## src/rtl/dkc_pkg.sv

```systemverilog
// constants, field layouts and state codes of the disk controller command block
package dkc_pkg;

  // ----------------------------------------------------------------
  // device select and timing
  // ----------------------------------------------------------------
  localparam logic [5:0]  DEV_CODE      = 6'h1B;
  localparam int          CLK_NS        = 40;
  localparam int          SEEK_START_US = 50;
  localparam logic [15:0] SEEK_CYC      = 16'((SEEK_START_US * 1000 + CLK_NS - 1) / CLK_NS);
  localparam int          LATE_NS       = 2000;
  localparam logic [15:0] LATE_CYC      = 16'(LATE_NS / CLK_NS);
  localparam int          HOLD_S        = 6;
  localparam longint      HOLD_CYC_L    = longint'(HOLD_S) * 64'd1000000000 / longint'(CLK_NS);

  // ----------------------------------------------------------------
  // geometry
  // ----------------------------------------------------------------
  localparam logic [8:0]  WORDS_PER_SECT = 9'h100;
  localparam logic [3:0]  LAST_SECTOR    = 4'hC;
  localparam logic [4:0]  LAST_HEAD      = 5'h01;
  localparam logic [15:0] WR_ADDR_ADJ    = 16'h0002;
  localparam logic [3:0]  COUNT_LAST     = 4'hF;

  // ----------------------------------------------------------------
  // function word (bus bit n is data bit 15-n)
  // ----------------------------------------------------------------
  localparam int FW_IRST   = 15;
  localparam int FW_CLRERR = 14;
  localparam int FW_MODE_H = 9;
  localparam int FW_MODE_L = 8;
  localparam int FW_CYL_H  = 7;

  // unit/head/sector/count word
  localparam int UH_UNIT_H = 14;
  localparam int UH_UNIT_L = 13;
  localparam int UH_HEAD_H = 12;
  localparam int UH_HEAD_L = 8;
  localparam int UH_SECT_H = 7;
  localparam int UH_SECT_L = 4;
  localparam int UH_CNT_H  = 3;

  // status word
  localparam int ST_RWDONE = 15;
  localparam int ST_SKDONE = 14;
  localparam int ST_SEEKNG = 10;
  localparam int ST_READY  = 6;
  localparam int ST_SKERR  = 5;
  localparam int ST_EOC    = 4;
  localparam int ST_ADDR   = 3;
  localparam int ST_CHK    = 2;
  localparam int ST_LATE   = 1;
  localparam int ST_ERR    = 0;

  // drive command codes carried by the mode bits
  localparam logic [1:0] MODE_READ  = 2'b00;
  localparam logic [1:0] MODE_WRITE = 2'b01;
  localparam logic [1:0] MODE_SEEK  = 2'b10;
  localparam logic [1:0] MODE_RECAL = 2'b11;

  typedef enum logic [2:0] {
    ST_IDLE  = 3'b000,
    ST_SKACK = 3'b001,
    ST_SKWT  = 3'b010,
    ST_PEND  = 3'b011,
    ST_RWACK = 3'b100,
    ST_SECT  = 3'b101,
    ST_XFER  = 3'b110,
    ST_NEXT  = 3'b111
  } dkc_state_e;

endpackage : dkc_pkg

```

## src/rtl/dkc_ctrl.sv

```systemverilog
// disk controller command, status and data-channel logic with its data fifo
// Function
// respond only when device select equals octal 33
// pulse launches seek, busy and done untouched, 50 us start wait
// seek held up to 6 s or until read/write completion
// further seek accepted while a previous seek is held
// seek completion sets per-unit flag and raises interrupt
// start launches read/write; adapter occupied or drive not ready keeps it pending
// wait for sector, then channel request per read word or free write buffer
// checkword mismatch halts transfer; head and sector remain readable
// cylinder end with nonzero count sets end-of-cylinder, no automatic seek
// function load captures interrupt-reset, mode, cylinder, then performs function
// mode bits decode into drive command
// core address load takes accumulator bits 1 to 15
// unit/head/sector/count loaded from bits 1 to 15, count is negated
// status read returns state bits 0-9 and error bits 10-15
// bit 10 set when selected drive failed to finish seek; code sets it when any unit is still seeking at hold timeout
// bit 11 set when head passes last head; stops transfer
// bit 12 set on drive unsafe or header address mismatch
// bit 13 set on read checkword mismatch
// bit 14 set when channel acknowledge comes too late
// bit 15 is the OR of bits 10 to 14
// address counter readable; write of N sectors ends at start+256N+2
// unit/head/sector/count register readable in bits 1 to 15
// sector 12 with increment pending advances head, clears sector
// after start, wait for adapter select acknowledge
// count increments per sector; zero ends operation and sets done
`timescale 1ns/1ps

// ----------------------------------------------------------------
// data fifo
// ----------------------------------------------------------------
module dkc_fifo #(
  parameter int W = 16,
  parameter int D = 8
) (
  // clock and reset
  input  wire logic         clk_sys,
  input  wire logic         rst_n,
  input  wire logic         flush,
  // fill side
  input  wire logic         in_valid,
  output logic              in_ready,
  input  wire logic [W-1:0] in_data,
  // drain side
  output logic              out_valid,
  input  wire logic         out_ready,
  output logic [W-1:0]      out_data
);
  localparam int AW = $clog2(D);

  typedef struct packed {
    logic [D-1:0][W-1:0] mem;
    logic [AW-1:0]       wp;
    logic [AW-1:0]       rp;
    logic [AW:0]         cnt;
    logic                full;
    logic                empty;
  } dkc_fifo_s;

  dkc_fifo_s q;
  dkc_fifo_s d;
  logic      push;
  logic      pop;

  assign push      = in_valid && !q.full;
  assign pop       = out_ready && !q.empty;
  assign in_ready  = !q.full;
  assign out_valid = !q.empty;
  assign out_data  = q.mem[q.rp];

  always_comb begin
    d = q;
    if (flush) begin
      d.wp  = '0;
      d.rp  = '0;
      d.cnt = '0;
    end else begin
      if (push) begin
        d.mem[q.wp] = in_data;
        d.wp        = q.wp + 1'b1;
      end
      if (pop) begin
        d.rp = q.rp + 1'b1;
      end
      if (push && !pop) begin
        d.cnt = q.cnt + 1'b1;
      end else if (pop && !push) begin
        d.cnt = q.cnt - 1'b1;
      end
    end
    d.full  = (d.cnt == (AW+1)'(D));
    d.empty = (d.cnt == '0);
  end

  always_ff @(posedge clk_sys or negedge rst_n) begin
    if (!rst_n) begin
      q       <= '0;
      q.empty <= 1'b1;
    end else begin
      q <= d;
    end
  end

endmodule : dkc_fifo

// ----------------------------------------------------------------
// controller top
// ----------------------------------------------------------------
module dkc_ctrl
  import dkc_pkg::*;
#(
  parameter logic [27:0] HOLD_CYC = 28'(HOLD_CYC_L)
) (
  // clock and reset
  input  wire logic        clk_sys,
  input  wire logic        rst_n,
  // i/o bus
  input  wire logic [5:0]  io_sel,
  input  wire logic [15:0] io_data_in,
  input  wire logic        io_datoa,
  input  wire logic        io_datob,
  input  wire logic        io_datoc,
  input  wire logic        io_datia,
  input  wire logic        io_datib,
  input  wire logic        io_datic,
  input  wire logic        io_start,
  input  wire logic        io_clear,
  input  wire logic        io_pulse,
  output logic [15:0]      io_data_out,
  output logic             busy,
  output logic             done,
  output logic             int_req,
  // data channel
  output logic             dch_req,
  output logic             dch_to_mem,
  output logic [14:0]      dch_addr,
  output logic [15:0]      dch_wdata,
  input  wire logic [15:0] dch_rdata,
  input  wire logic        dch_ack,
  // adapter control
  output logic             adp_start,
  input  wire logic        adp_sel_ack,
  input  wire logic        adp_busy,
  output logic             adp_seek_go,
  output logic [1:0]       adp_cmd,
  output logic [7:0]       adp_cyl,
  output logic [1:0]       adp_unit,
  output logic [4:0]       adp_head,
  output logic [3:0]       adp_sector,
  // adapter status
  input  wire logic        drive_ready_bit,
  input  wire logic [3:0]  adp_seek_done,
  input  wire logic        adp_unsafe,
  input  wire logic        adp_addr_err,
  input  wire logic        adp_ckwd_err,
  input  wire logic        adp_sector_match,
  // adapter data
  input  wire logic        adp_rd_valid,
  output logic             adp_rd_ready,
  input  wire logic [15:0] adp_rd_data,
  output logic             adp_wr_valid,
  input  wire logic        adp_wr_ready,
  output logic [15:0]      adp_wr_data
);

  typedef struct packed {
    dkc_state_e  state;
    logic [7:0]  cyl;
    logic [1:0]  mode;
    logic [15:0] caddr;
    logic [1:0]  unit;
    logic [4:0]  head;
    logic [3:0]  sector;
    logic [3:0]  scount;
    logic        busy;
    logic        done;
    logic [3:0]  seek_done;
    logic [3:0]  seeking;
    logic        err_seek;
    logic        err_eoc;
    logic        err_addr;
    logic        err_chk;
    logic        err_late;
    logic [15:0] tmr;
    logic        hold;
    logic [27:0] hold_tmr;
    logic [8:0]  wcnt;
    logic        dch_req;
    logic        dch_to_mem;
    logic [15:0] dch_wdata;
    logic        adp_start;
    logic        adp_seek_go;
    logic [15:0] io_dout;
    logic        int_req;
  } dkc_st_s;

  dkc_st_s     q;
  dkc_st_s     d;
  logic        sel;
  logic        is_wr;
  logic        fin;
  logic        f_in_valid;
  logic        f_in_ready;
  logic [15:0] f_in_data;
  logic        f_out_valid;
  logic        f_out_ready;
  logic [15:0] f_out_data;
  logic        f_flush;
  logic [15:0] status;

  assign sel     = (io_sel == DEV_CODE);
  assign is_wr   = (q.mode == MODE_WRITE);
  assign f_flush = (q.state == ST_IDLE);

  // ----------------------------------------------------------------
  // status word
  // ----------------------------------------------------------------
  always_comb begin
    status             = '0;
    status[ST_RWDONE]  = q.done;
    for (int u = 0; u < 4; u++) begin
      status[ST_SKDONE-u] = q.seek_done[u];
      status[ST_SEEKNG-u] = q.seeking[u];
    end
    status[ST_READY]   = drive_ready_bit;
    status[ST_SKERR]   = q.err_seek;
    status[ST_EOC]     = q.err_eoc;
    status[ST_ADDR]    = q.err_addr;
    status[ST_CHK]     = q.err_chk;
    status[ST_LATE]    = q.err_late;
    status[ST_ERR]     = q.err_seek | q.err_eoc | q.err_addr | q.err_chk | q.err_late;
  end

  // ----------------------------------------------------------------
  // fifo path selection
  // ----------------------------------------------------------------
  always_comb begin
    f_in_valid  = 1'b0;
    f_in_data   = adp_rd_data;
    f_out_ready = 1'b0;
    if (q.state == ST_XFER) begin
      if (is_wr) begin
        f_in_valid  = dch_ack && q.dch_req;
        f_in_data   = dch_rdata;
        f_out_ready = adp_wr_ready;
      end else begin
        f_in_valid  = adp_rd_valid;
        f_out_ready = !q.dch_req && (q.wcnt != WORDS_PER_SECT);
      end
    end
  end

  assign adp_rd_ready = f_in_ready && !is_wr && (q.state == ST_XFER);
  assign adp_wr_valid = f_out_valid && is_wr && (q.state == ST_XFER);
  assign adp_wr_data  = f_out_data;

  dkc_fifo #(
    .W (16),
    .D (8)
  ) u_fifo (
    .clk_sys   (clk_sys),
    .rst_n     (rst_n),
    .flush     (f_flush),
    .in_valid  (f_in_valid),
    .in_ready  (f_in_ready),
    .in_data   (f_in_data),
    .out_valid (f_out_valid),
    .out_ready (f_out_ready),
    .out_data  (f_out_data)
  );

  // ----------------------------------------------------------------
  // command, transfer and status logic
  // ----------------------------------------------------------------
  always_comb begin
    d             = q;
    fin           = 1'b0;
    d.adp_seek_go = 1'b0;
    d.io_dout     = '0;
    if (sel && io_datia) d.io_dout = status;
    if (sel && io_datib) d.io_dout = q.caddr;
    if (sel && io_datic) d.io_dout = {1'b0, q.unit, q.head, q.sector, q.scount};
    if (sel && io_datoa) begin
      d.mode = io_data_in[FW_MODE_H:FW_MODE_L];
      d.cyl  = io_data_in[FW_CYL_H:0];
      if (io_data_in[FW_IRST]) d.seek_done = '0;
      if (io_data_in[FW_CLRERR]) begin
        d.err_seek = 1'b0;
        d.err_eoc  = 1'b0;
        d.err_addr = 1'b0;
        d.err_chk  = 1'b0;
        d.err_late = 1'b0;
      end
    end
    if (sel && io_datob) d.caddr = {1'b0, io_data_in[14:0]};
    if (sel && io_datoc) begin
      d.unit   = io_data_in[UH_UNIT_H:UH_UNIT_L];
      d.head   = io_data_in[UH_HEAD_H:UH_HEAD_L];
      d.sector = io_data_in[UH_SECT_H:UH_SECT_L];
      d.scount = io_data_in[UH_CNT_H:0];
    end
    if (q.hold) begin
      d.hold_tmr = q.hold_tmr + 1'b1;
      if (q.hold_tmr == HOLD_CYC - 1'b1) begin
        d.hold = 1'b0;
        if (|q.seeking) d.err_seek = 1'b1;
        d.seeking = '0;
      end
    end
    if (sel && io_clear) begin
      d.busy = 1'b0;
      d.done = 1'b0;
      if (q.state != ST_SKACK && q.state != ST_SKWT) d.state = ST_IDLE;
    end else begin
      unique case (q.state)
        ST_IDLE: begin
          if (sel && io_pulse) begin
            d.seeking[q.unit] = 1'b1;
            d.hold            = 1'b1;
            d.hold_tmr        = '0;
            d.adp_start       = 1'b1;
            d.state           = ST_SKACK;
          end else if (sel && io_start) begin
            d.busy  = 1'b1;
            d.done  = 1'b0;
            d.state = ST_PEND;
          end
        end
        ST_SKACK: begin
          if (adp_sel_ack) begin
            d.adp_start = 1'b0;
            d.tmr       = '0;
            d.state     = ST_SKWT;
          end
        end
        ST_SKWT: begin
          d.tmr = q.tmr + 1'b1;
          if (q.tmr == SEEK_CYC - 1'b1) begin
            d.adp_seek_go = 1'b1;
            d.state       = ST_IDLE;
          end
        end
        ST_PEND: begin
          if (!adp_busy && drive_ready_bit) begin
            d.adp_start = 1'b1;
            d.state     = ST_RWACK;
          end
        end
        ST_RWACK: begin
          if (adp_sel_ack) begin
            d.adp_start = 1'b0;
            d.wcnt      = '0;
            d.state     = ST_SECT;
          end
        end
        ST_SECT: begin
          if (adp_unsafe || adp_addr_err) begin
            d.err_addr = 1'b1;
            fin        = 1'b1;
          end else if (adp_sector_match) begin
            d.state = ST_XFER;
          end
        end
        ST_XFER: begin
          if (!is_wr && !q.dch_req && f_out_valid && q.wcnt != WORDS_PER_SECT) begin
            d.dch_req    = 1'b1;
            d.dch_to_mem = 1'b1;
            d.dch_wdata  = f_out_data;
            d.tmr        = '0;
          end
          if (is_wr && !q.dch_req && f_in_ready && q.wcnt != WORDS_PER_SECT) begin
            d.dch_req    = 1'b1;
            d.dch_to_mem = 1'b0;
            d.tmr        = '0;
          end
          if (q.dch_req && dch_ack) begin
            d.dch_req = 1'b0;
            d.caddr   = q.caddr + 1'b1;
            d.wcnt    = q.wcnt + 1'b1;
          end else if (q.dch_req) begin
            d.tmr = q.tmr + 1'b1;
            if (q.tmr == LATE_CYC - 1'b1) begin
              d.err_late = 1'b1;
              fin        = 1'b1;
            end
          end
          if (adp_unsafe || adp_addr_err) begin
            d.err_addr = 1'b1;
            fin        = 1'b1;
          end
          if (!is_wr && adp_ckwd_err) begin
            d.err_chk = 1'b1;
            fin       = 1'b1;
          end
          if (!fin && q.wcnt == WORDS_PER_SECT && !q.dch_req && (!is_wr || !f_out_valid)) begin
            d.state = ST_NEXT;
          end
        end
        ST_NEXT: begin
          d.scount = q.scount + 1'b1;
          d.wcnt   = '0;
          if (q.scount == COUNT_LAST) begin
            if (is_wr) d.caddr = q.caddr + WR_ADDR_ADJ;
            fin = 1'b1;
          end else if (q.sector == LAST_SECTOR) begin
            if (q.head == LAST_HEAD) begin
              d.scount  = q.scount;
              d.err_eoc = 1'b1;
              fin       = 1'b1;
            end else begin
              d.sector = '0;
              d.head   = q.head + 1'b1;
              d.state  = ST_SECT;
            end
          end else begin
            d.sector = q.sector + 1'b1;
            d.state  = ST_SECT;
          end
        end
      endcase
    end
    if (fin) begin
      d.state   = ST_IDLE;
      d.busy    = 1'b0;
      d.done    = 1'b1;
      d.dch_req = 1'b0;
      d.hold    = 1'b0;
    end
    for (int u = 0; u < 4; u++) begin
      if (q.seeking[u] && adp_seek_done[u]) begin
        d.seek_done[u] = 1'b1;
        d.seeking[u]   = 1'b0;
      end
    end
    d.int_req = d.done | (|d.seek_done);
  end

  always_ff @(posedge clk_sys or negedge rst_n) begin
    if (!rst_n) begin
      q <= '0;
    end else begin
      q <= d;
    end
  end

  // ----------------------------------------------------------------
  // outputs
  // ----------------------------------------------------------------
  assign io_data_out = q.io_dout;
  assign busy        = q.busy;
  assign done        = q.done;
  assign int_req     = q.int_req;
  assign dch_req     = q.dch_req;
  assign dch_to_mem  = q.dch_to_mem;
  assign dch_addr    = q.caddr[14:0];
  assign dch_wdata   = q.dch_wdata;
  assign adp_start   = q.adp_start;
  assign adp_seek_go = q.adp_seek_go;
  assign adp_cmd     = q.mode;
  assign adp_cyl     = q.cyl;
  assign adp_unit    = q.unit;
  assign adp_head    = q.head;
  assign adp_sector  = q.sector;
endmodule : dkc_ctrl

```

## config.mk

```make
export PLATFORM = sky130hd
export DESIGN_NAME = dkc_ctrl
export DESIGN_NICKNAME = d
export VERILOG_FILES = /design/src/rtl/dkc_pkg.sv /design/src/rtl/dkc_ctrl.sv
export SDC_FILE = /design/constraint.sdc
export NUM_CORES = 1
export LEC_CHECK = 0
export BUFFER_PORTS_ARGS = -buffer_cell sky130_fd_sc_hd__buf_2
export CORE_ASPECT_RATIO = 0.7
export CORE_UTILIZATION = 45
export CTS_BUF_LIST = sky130_fd_sc_hd__clkbuf_4 sky130_fd_sc_hd__clkbuf_8
export DETAILED_ROUTE_END_ITERATION = 10
export PLACE_DENSITY = 0.73
export REMOVE_ABC_BUFFERS = 1
export SETUP_SLACK_MARGIN = 0.3
export SLEW_MARGIN = 20
export SYNTH_ARGS = -nofsm -noshare
export SYNTH_HDL_FRONTEND = slang
export SYNTH_HIERARCHICAL = 1
export SYNTH_SLANG_ARGS = --single-unit
```

## constraint.sdc

```tcl
create_clock -name clk_sys -period 4.2 [get_ports clk_sys]
set_input_delay 0 -clock clk_sys [delete_from_list [all_inputs] [get_ports clk_sys]]
set_output_delay 0 -clock clk_sys [all_outputs]
set_load 0.05 [all_outputs]
```

== Word level (Yosys, flattened, before mapping) ==
Cells that the tools add are included.

* Logic and storage cells: 300
* Input bits: 79
* Output and inout port bits: 93
* Bits in registers: 290

* Eq/ne operators: 40
* Order comparisons: 5
* Reductions and logical operators: 72
* Bitwise logic cells: 8
* $add $sub $neg: 12
* Multiplexer cells: 122

{| class="wikitable"
|+ Operator list
! kind !! count
|-
| $mux W16 || 15
|-
| $bwmux W128 || 1
|-
| $mux W29 || 3
|-
| $mux W78 || 1
|-
| $mux W13 || 4
|-
| $mux W3 || 17
|-
| $bmux W16 S3 || 1
|-
| $demux W16 S3 || 1
|-
| $pmux W16 S3 || 1
|-
| $mux W1 || 42
|-
| $mux W4 || 10
|-
| $logic_and A1 B1 Y1 || 37
|-
| $mux W18 || 2
|-
| $mux W17 || 2
|-
| $add A16 B1 Y16 const B || 2
|-
| $pmux W16 S2 || 1
|-
| $add A28 B1 Y28 const B || 1
|-
| $eq A28 B28 Y1 const B || 1
|-
| $ne A4 B4 Y1 const B || 7
|-
| $pmux W9 S3 || 1
|-
| $mux W5 || 5
|-
| $pmux W3 S8 || 1
|-
| $mux W10 || 2
|-
| $mux W9 || 2
|-
| 49 further kinds || 99
|}

== Longest topological paths before layout ==
Gate-level depths: netlist of the first run.

* Depth in word-level cells: 16
* Depth in mapped cells: 13
* Depth with buffers taken out: 11

== Hierarchy ==
Netlist of the first run, hierarchy kept.

{| class="wikitable"
|+ Modules (own cells, without submodules)
! module !! times used !! area each (um^2) !! sequential area each (um^2) !! cells an instance
|-
| dkc_ctrl || 1 || 8652.0 || 3753.6 || 919
|-
| dkc_fifo || 1 || 6502.5 || 3504.6 || 410
|}

== Worst setup path after synthesis of the first run ==
OpenSTA, ideal clock, no wires.

* Kind: register -> register
* Start point: register q (netlist bit dch_req)
* End point: register u_fifo/q[129] in the netlist's numbering
* Data required time: 4075 ps
* Stages on the path, launching flop included: 13
* Library setup time: 125 ps
* Clock period less this slack: 2645 ps
* Buffers on the path: 4
* Path slack: 1555 ps
* Arrival: 2519 ps
* Cell sequence: dfrtp_1 -> nand2_1 -> nor2_1 -> a21oi_1 -> nor2_1 -> nor2b_1 -> buf_6 -> and3_4 -> buf_6 -> and3_4 -> buf_6 -> buf_12 -> mux2_4

* Longest elaborated chain between the ends: 5

{| class="wikitable"
|+ RTL lines
! item !! RTL line !! source
|-
| from (decl) || dkc_ctrl.sv:198 || <nowiki>dkc_st_s q;</nowiki>
|-
| from (signal assigned) || dkc_ctrl.sv:441 || <nowiki>q <= '0;</nowiki>
|-
| from (signal assigned) || dkc_ctrl.sv:443 || <nowiki>q <= d;</nowiki>
|-
| $logic_and A1 B1 Y1 || dkc_ctrl.sv:244 || <nowiki>f_in_valid = dch_ack && q.dch_req;</nowiki>
|-
| $mux W1 || dkc_ctrl.sv:243 || <nowiki>if (is_wr) begin</nowiki>
|-
| $mux W1 || dkc_ctrl.sv:242 || <nowiki>if (q.state == ST_XFER) begin</nowiki>
|-
| via f_in_valid || dkc_ctrl.sv:203 || <nowiki>logic f_in_valid;</nowiki>
|-
| $logic_and A1 B1 Y1 || dkc_ctrl.sv:66 || <nowiki>assign push = in_valid && !q.full;</nowiki>
|-
| $reduce_and A2 Y1 (no line) || -- ||
|-
| to (decl) || dkc_ctrl.sv:61 || <nowiki>dkc_fifo_s q;</nowiki>
|}

The timed path passes the listed nets, and every way through them passes these cells.
A chain may end at the register's enable or synchronous reset.

==> impl_results.rst, run 1 <==
.. list-table::
   :header-rows: 1

   * - Metric
     - Value
   * - Worst path arrival time
     - roughly 3800 ps
   * - Least setup slack across all paths after layout
     - 924 ps
   * - Hold crit path type
     - in2async
   * - Largest family of logic cells by synthesized area
     - multiplexers
   * - Hold Vio Cnt, Final
     - 0
   * - Resized Gates After CTS
     - 0
   * - Simple-gate portion of the synthesized area
     - 0.132
   * - Count of state elements after synthesis
     - 290
   * - Vias per cell
     - 5.79
   * - Layout Skew
     - 43.2 ps
   * - Top-level I/O count
     - 172
   * - Synth-to-layout area growth
     - 15.9%
   * - Worst R2R Start
     - q[149]
   * - Total of fill cells in the finished design
     - about 2700
   * - Final critical path time including I/O delays and setup
     - between 3000 and 4000 ps
   * - Endpoint class of the critical path
     - register
   * - VDD IR max
     - 0.196 mV
   * - Area of the core
     - 32800 µm²
   * - Cell area after synthesis
     - ~15000 µm²
   * - Die span in y
     - about 160 µm
   * - Buffers inserted by post-CTS timing repair
     - 0
   * - Worst Setup Slack post-DPL
     - 1020 ps
   * - Worst-margin pin slew
     - 1080 ps
   * - Cts-stage hold buffer count
     - 72
   * - Required time of the critical path
     - 4690 ps
   * - Effective utilization at floorplan
     - 0.463
   * - Top fanout value on the critical path
     - 23
   * - Clock-pin slew on the worst setup and hold paths
     - ~60 ps
   * - Maximum clock frequency
     - 305 MHz
   * - Final routed wire length divided by cell count
     - 19.4 µm
   * - Largest net degree at the start of global routing
     - 97
   * - Vias in the first global route
     - 11200
   * - Maximum clock path buffer count
     - 3
   * - Gate count after technology mapping
     - about 1300
   * - DRC errors left
     - 0
   * - Terminus of the critical flop-to-flop path
     - u_fifo/q[0]
   * - H-tree Lvls
     - 2
   * - TritonCTS clock tree
     - done
   * - Syn. warnings
     - 6
   * - Portion of the post-synthesis area used by sequential elements
     - 0.479
   * - Top layer used by detailed routing
     - met4
   * - Antenna violations before repair
     - 0
   * - Total Die Area
     - 34400 µm²
   * - Xor-xnor portion of the synthesized cell area
     - 0.0185
   * - Clk Latency, worst-skew pair
     - 600 ps
   * - Static Leak
     - slightly above 8 nW
   * - Width of the die
     - 221 µm
   * - Post-layout utilization of the core
     - 0.536
   * - Share of synthesized registers carrying an async set or reset
     - 1.00
   * - TritonCTS sink count
     - 290
   * - Met2 WL post-DR
     - 17.1 mm
   * - Global router's overall resource usage
     - 0.225
   * - Detailed Routing Iterations Pass 1
     - 5
   * - DP HPWL
     - 25.1 mm
   * - Clock Tree Root
     - sky130_fd_sc_hd__clkbuf_8
   * - First-pass GRT wire length
     - 61.9 mm
   * - Quantity of I/O buffers inserted on ports
     - 171
   * - Ys flop type
     - sky130_fd_sc_hd__dfrtp_1
   * - Post-Route M1 WL
     - 17.6 mm
   * - Total clock buffers created by CTS
     - 46
   * - Final nets
     - 1602
   * - Multiplexer share of the synthesized area
     - 0.202
   * - Post-synthesis cell type count
     - between 80 and 90
   * - Adder and majority cell fraction of the synthesized area
     - 0.0139
   * - Syn avg cell area
     - 11.4 µm²
   * - Final GP Congestion
     - around 0.9
   * - WS Path Type
     - reg2reg
   * - Setup-violating endpoint count in the final report
     - 0
   * - Overall power of the completed layout
     - ~0.010 W
   * - Reg2reg setup slack
     - 920 ps
   * - Diode count
     - 0
   * - First-iteration detailed-routing DRC count
     - between 1000 and 1500
   * - Area after detailed placement
     - 15900 µm²
   * - Share of final-layout standard cells stronger than drive strength 1
     - 0.341
   * - Sort of element at the start of the critical path
     - register
   * - Total grt overflow
     - 0
   * - Total routed wirelength
     - 38.1 mm
   * - Number of synthesized flops with an enable pin
     - 0
   * - Total via count in the routed design
     - 11400
   * - Max-cap check violation count
     - 0
   * - Worst slew margin relative to its limit
     - 0.281
   * - R2R cell count
     - 6
   * - Pwr/cell area
     - ~580 nW/µm²
   * - Compound-Gate Fraction of Synth Area
     - 0.0966
   * - Met3 WL
     - approximately 2.4 mm
   * - Ratio of final minimum period to clock period
     - 0.780
   * - Final Max Tran Viols
     - 0
   * - Final cell area excluding filler cells
     - 17600 µm²
   * - RSZ-0062 raised after global routing
     - no
   * - Total number of placement rows
     - 55
   * - Antenna Nets Post-Route
     - 0
   * - Final total negative setup slack
     - 0 ps
   * - Status
     - completed
cells by family after synthesis:
| kind of cell | count (synthesis) |
|---|---|
| simple gates | 383 |
| flops | 290 |
| mux | 238 |
| compound gates | 225 |
| buf+inv | 144 |
| xor+xnor | 32 |
| fa+ha+maj | 17 |
synthesized netlist by cell type (12+ instances only):
cell type | number | area, µm²
sky130_fd_sc_hd__nor2_1 | 95 | 357
sky130_fd_sc_hd__clkbuf_1 | 24 | 90.1
sky130_fd_sc_hd__mux2_2 | 184 | 2070
sky130_fd_sc_hd__nand2_1 | 99 | 372
sky130_fd_sc_hd__buf_2 | 23 | 115
sky130_fd_sc_hd__xor2_1 | 20 | 175
sky130_fd_sc_hd__inv_1 | 19 | 71.3
sky130_fd_sc_hd__nand4_1 | 18 | 113
sky130_fd_sc_hd__a22oi_1 | 18 | 135
sky130_fd_sc_hd__and3_1 | 22 | 138
sky130_fd_sc_hd__mux4_2 | 32 | 721
sky130_fd_sc_hd__xnor2_1 | 12 | 105
sky130_fd_sc_hd__buf_4 | 69 | 518
sky130_fd_sc_hd__a21oi_1 | 38 | 190
sky130_fd_sc_hd__nand3_1 | 37 | 185
sky130_fd_sc_hd__mux2i_1 | 12 | 120
sky130_fd_sc_hd__o21ai_0 | 78 | 390
sky130_fd_sc_hd__ha_1 | 16 | 200
sky130_fd_sc_hd__dfrtp_1 | 289 | 7230
metrics by stage:
stage          std cells  hold WS (ps)
2_1_floorplan       1204          -296
3_3_place_gp        1814          94.2
3_5_place_dp        1814          94.3
4_1_cts             1969          35.2
5_1_grt             1969           106
6_report            1969          29.3
worst max path at each step:
stage	endpoint	slack, ps	startpoint	cells past startpoint
4_1_cts	u_fifo/q[0]	1010	q[149]	6
5_1_grt	u_fifo/q[0]	640	q[149]	6
6_report	u_fifo/q[0]	920	q[149]	6
2_1_floorplan	q[96]	1100	q[148]	4
3_5_place_dp	u_fifo/q[0]	1020	q[149]	6
3_3_place_gp	u_fifo/q[110]	1170	q[149]	6
critical path: stages (launching register included):
cell and delay (ps):
sky130_fd_sc_hd__dfrtp_1 790, sky130_fd_sc_hd__nand3b_1 370, sky130_fd_sc_hd__nor2_1 270, sky130_fd_sc_hd__nor2b_1 770, sky130_fd_sc_hd__nand4b_1 300, sky130_fd_sc_hd__and3_1 270
sky130_fd_sc_hd__o41ai_1 390
layout make-up:
| class | instances | area, µm² | area share |
|---|---|---|---|
| clock inverter | 11 | 98.8 | 0.00563 |
| clock buffer | 72 | 878 | 0.0500 |
| tap | 427 | 534 | 0.0304 |
| inverter | 19 | 71.3 | 0.00406 |
| sequential | 290 | 7260 | 0.413 |
| timing repair buffer | 255 | 1690 | 0.0961 |
| multi-input combinational | 895 | 7040 | 0.400 |
registers in the layout, indices dropped and copies added, names as in the netlist:
signal,flops
u_fifo/q,140
q,75
dch_wdata,16
io_data_out,16
dch_addr,15
adp_cyl,8
adp_head,5
adp_sector,4
adp_cmd,2
adp_unit,2
adp_seek_go,1
adp_start,1
busy,1
dch_req,1
dch_to_mem,1
done,1
int_req,1
layer usage:
metal  track usage  vias to the layer above
met4        0.0736                        0
met1         0.326                     5747
li1              -                     5184
met3        0.0405                       70
met2         0.343                      399
met5             0                        -
where the power goes:
group / leakage [nW] / internal, W / switching (W)
Clock: 0.529 / 0.00140 / 0.00117
Combinational: 3.84 / 0.00129 / 0.00227
Sequential: 3.78 / 0.00335 / 0.000635
Total: 8.15 / 0.00605 / 0.00407
placed cells by master, fill, tap and decap left out, types with 32 or more instances in the layout:
master,synthesis,layout
sky130_fd_sc_hd__mux2_2,184,184
sky130_fd_sc_hd__dlygate4sd3_1,0,72
sky130_fd_sc_hd__buf_2,23,170
sky130_fd_sc_hd__dfrtp_1,289,287
sky130_fd_sc_hd__mux4_2,32,32
sky130_fd_sc_hd__nor2_1,95,94
sky130_fd_sc_hd__nand2_1,99,99
sky130_fd_sc_hd__clkbuf_8,0,54
sky130_fd_sc_hd__o21ai_0,78,78
sky130_fd_sc_hd__a21oi_1,38,38
sky130_fd_sc_hd__nand3_1,37,37
(Power assumes the default switching activity.)
==> run 2, diff against run 1 <==
- clock period: 4.2 -> 3.4 ns (I/O delays scaled with it)
==> impl_results.rst, run 2 (synthesized netlist as in run 1, its figures left out) <==
.. list-table::
   :header-rows: 1

   * - Metric
     - Value
   * - Antenna Nets Post-Route
     - 0 (unchanged)
   * - Sort of element at the start of the critical path
     - register (unchanged)
   * - Antenna violations before repair
     - 0 (unchanged)
   * - VDD IR max
     - 0.261 mV (was 0.196 mV)
   * - Final nets
     - 1617 (was 1602)
   * - Series of cell instances along the critical path
     - inv_1, ha_1, or4bb_1, nor2_2, nor2_1, mux2i_1, nor2_1, nor2b_4, or3_4, and3_1, o41ai_1 (was nand3b_1, nor2_1, nor2b_1, nand4b_1, and3_1, o41ai_1)
   * - Hold crit path type
     - in2async (unchanged)
   * - DRC errors left
     - 0 (unchanged)
   * - Status
     - completed (unchanged)
   * - Most frequent cells in the layout
     - sky130_fd_sc_hd__dfrtp_1, sky130_fd_sc_hd__mux2_2, sky130_fd_sc_hd__buf_2 (unchanged)
   * - Vias per cell
     - 5.79 (about the same)
   * - Clock Tree Root
     - sky130_fd_sc_hd__clkbuf_8 (unchanged)
   * - WS Path Type
     - reg2reg (unchanged)
   * - RSZ-0062 raised after global routing
     - no (unchanged)
   * - Master of the slowest instance on the critical path
     - sky130_fd_sc_hd__or4bb_1 (was sky130_fd_sc_hd__dfrtp_1)
   * - Flip-flop count of the largest register, all copies and words added
     - 140 (unchanged)
   * - Clk Latency, worst-skew pair
     - 600 ps (about the same)
   * - Setup-violating endpoint count in the final report
     - 0 (unchanged)
   * - Final routed wire length divided by cell count
     - 19.6 µm (was 19.4 µm)
   * - Largest net degree at the start of global routing
     - 110 (was 97)
   * - Total via count in the routed design
     - 11500 (was 11400)
   * - Vias in the first global route
     - 11500 (was 11200)
   * - Static Leak
     - 8.25 nW (was 8.15 nW)
   * - Maximum clock frequency
     - 346 MHz (was 305 MHz)
   * - Quantity of I/O buffers inserted on ports
     - 171 (unchanged)
   * - Top-level I/O count
     - 172 (unchanged)
   * - Critical path buffers and inverters
     - 1 (was 0)
   * - Top Registers
     - u_fifo/q (140), q (75) (unchanged)
   * - Overall power of the completed layout
     - 0.0126 W (was 0.0101 W)
   * - Final total negative setup slack
     - 0 ps (unchanged)
   * - Diode count
     - 0 (unchanged)
   * - Total grt overflow
     - 0 (unchanged)
   * - H-tree Lvls
     - 2 (unchanged)
   * - Synth-to-layout area growth
     - 17.3% (was 15.9%)
   * - Final GP Congestion
     - 0.896 (was 0.897)
   * - Total clock buffers created by CTS
     - 46 (unchanged)
   * - Endpoint class of the critical path
     - register (unchanged)
   * - Total of fill cells in the finished design
     - 2697 (was 2686)
   * - Global router's overall resource usage
     - 0.226 (was 0.225)
   * - TritonCTS sink count
     - 290 (unchanged)
   * - Worst-margin pin slew
     - 1110 ps (was 1080 ps)
   * - Worst slew margin relative to its limit
     - 0.257 (was 0.281)
   * - First-iteration detailed-routing DRC count
     - 1007 (was 1002)
   * - Effective utilization at floorplan
     - 0.463 (unchanged)
   * - Width of the die
     - 221 µm (unchanged)
   * - Reg2reg setup slack
     - 510 ps (was 920 ps)
   * - DP HPWL
     - 25.4 mm (was 25.1 mm)
   * - Max-cap check violation count
     - 0 (unchanged)
   * - Required time of the critical path
     - 3880 ps (was 4690 ps)
   * - Share of final-layout standard cells stronger than drive strength 1
     - 0.347 (was 0.341)
   * - Final critical path time including I/O delays and setup
     - 2890 ps (was 3280 ps)
   * - Terminus of the critical flop-to-flop path
     - u_fifo/q[0] (unchanged)
   * - R2R cell count
     - 11 (was 6)
   * - Pwr/cell area
     - 710 nW/µm² (was 576 nW/µm²)
   * - Hold Vio Cnt, Final
     - 0 (unchanged)
   * - Clock-pin slew on the worst setup and hold paths
     - 60 ps (about the same)
   * - Final Max Tran Viols
     - 0 (unchanged)
   * - Detailed Routing Iterations Pass 1
     - 5 (unchanged)
   * - Maximum clock path buffer count
     - 3 (unchanged)
   * - Total Die Area
     - 34400 µm² (unchanged)
   * - Total number of placement rows
     - 55 (unchanged)
   * - First-pass GRT wire length
     - 61.9 mm (about the same)
   * - Cell family with most CP delay
     - simple AND/OR/NAND/NOR gates (unchanged)
   * - TritonCTS clock tree
     - done (unchanged)
   * - Worst R2R Start
     - q[37] (was q[149])
   * - Worst path arrival time
     - 3360 ps (was 3760 ps)
   * - Ratio of final minimum period to clock period
     - 0.850 (was 0.780)
   * - Die span in y
     - 156 µm (unchanged)
   * - Area of the core
     - 32800 µm² (unchanged)
   * - Leading cell type in the layout, fill and taps excluded
     - sky130_fd_sc_hd__dfrtp_1 (unchanged)
   * - CP dominant cell by count
     - sky130_fd_sc_hd__nor2_1
   * - Layout Skew
     - 51.8 ps (was 43.2 ps)
   * - Top reg by flops
     - u_fifo/q (unchanged)
   * - Top fanout value on the critical path
     - 13 (was 23)
   * - Total routed wirelength
     - 38.9 mm (was 38.1 mm)
   * - Largest stage delay on the critical path
     - 500 ps (was 790 ps)
## run 2: worst min-delay path, delay by kind of cell
| kind | cells | cell delay (ps) |
|---|---|---|
| buf+inv | 3 | 1000 |
## run 2: worst max path at each step
stage                             end  depth (start not counted)   start  slack, ps
after floorplan                 q[96]                          4  q[148]        300
after global placement    u_fifo/q[1]                         11   q[37]        470
after detailed placement  u_fifo/q[1]                         11   q[37]        330
after CTS                 u_fifo/q[1]                         11   q[37]        330
after global routing      u_fifo/q[1]                         11   q[37]        360
final                     u_fifo/q[0]                         11   q[37]        510
## run 2: cell type report
class	instances	area [µm²]	share of cell area
repair buffers	270	1850	0.104
clock inverters	7	105	0.00591
multi-input cells	895	7050	0.396
inverters	19	71.3	0.00401
flip-flops and latches	290	7260	0.408
clock buffers	75	907	0.0510
well taps	427	534	0.0301
## run 2: report_power, final
group          total, W  leakage [nW]  switching [W]  internal (W)
logic           0.00446          3.93        0.00283       0.00164
registers       0.00490          3.78       0.000762       0.00414
clock network   0.00325         0.537        0.00141       0.00184
## run 2: metrics by stage
stage / cell area (µm²) / hold WS [ps] / std cells / worst slack, ps / util
floorplan: 14400 / -296 / 1204 / 299 / -
global route: 17800 / 51.4 / 1983 / 365 / 0.543
global placement: 16000 / -5.66 / 1827 / 468 / 0.488
CTS: 17800 / 33.7 / 1983 / 325 / 0.542
detailed placement: 16000 / -1.06 / 1827 / 335 / 0.488
finish: 17800 / 30.0 / 1983 / 512 / 0.543
## run 2: per-layer routing
layer	track usage	up-vias	share of wire
met1	0.307	5771	0.44
met3	0.0544	70	0.075
met5	0	-	0
met2	0.353	424	0.46
met4	0.0852	0	0.029
li1	-	5208	-
## run 2: what timing repair did
item / 4_1_cts / 5_1_grt
hold endpoints to repair: 432 / 0
setup buffers: 0 / 0
hold buffers: 74 / 0
setup endpoints to repair: 0 / 2
gates resized for setup: 0 / 3
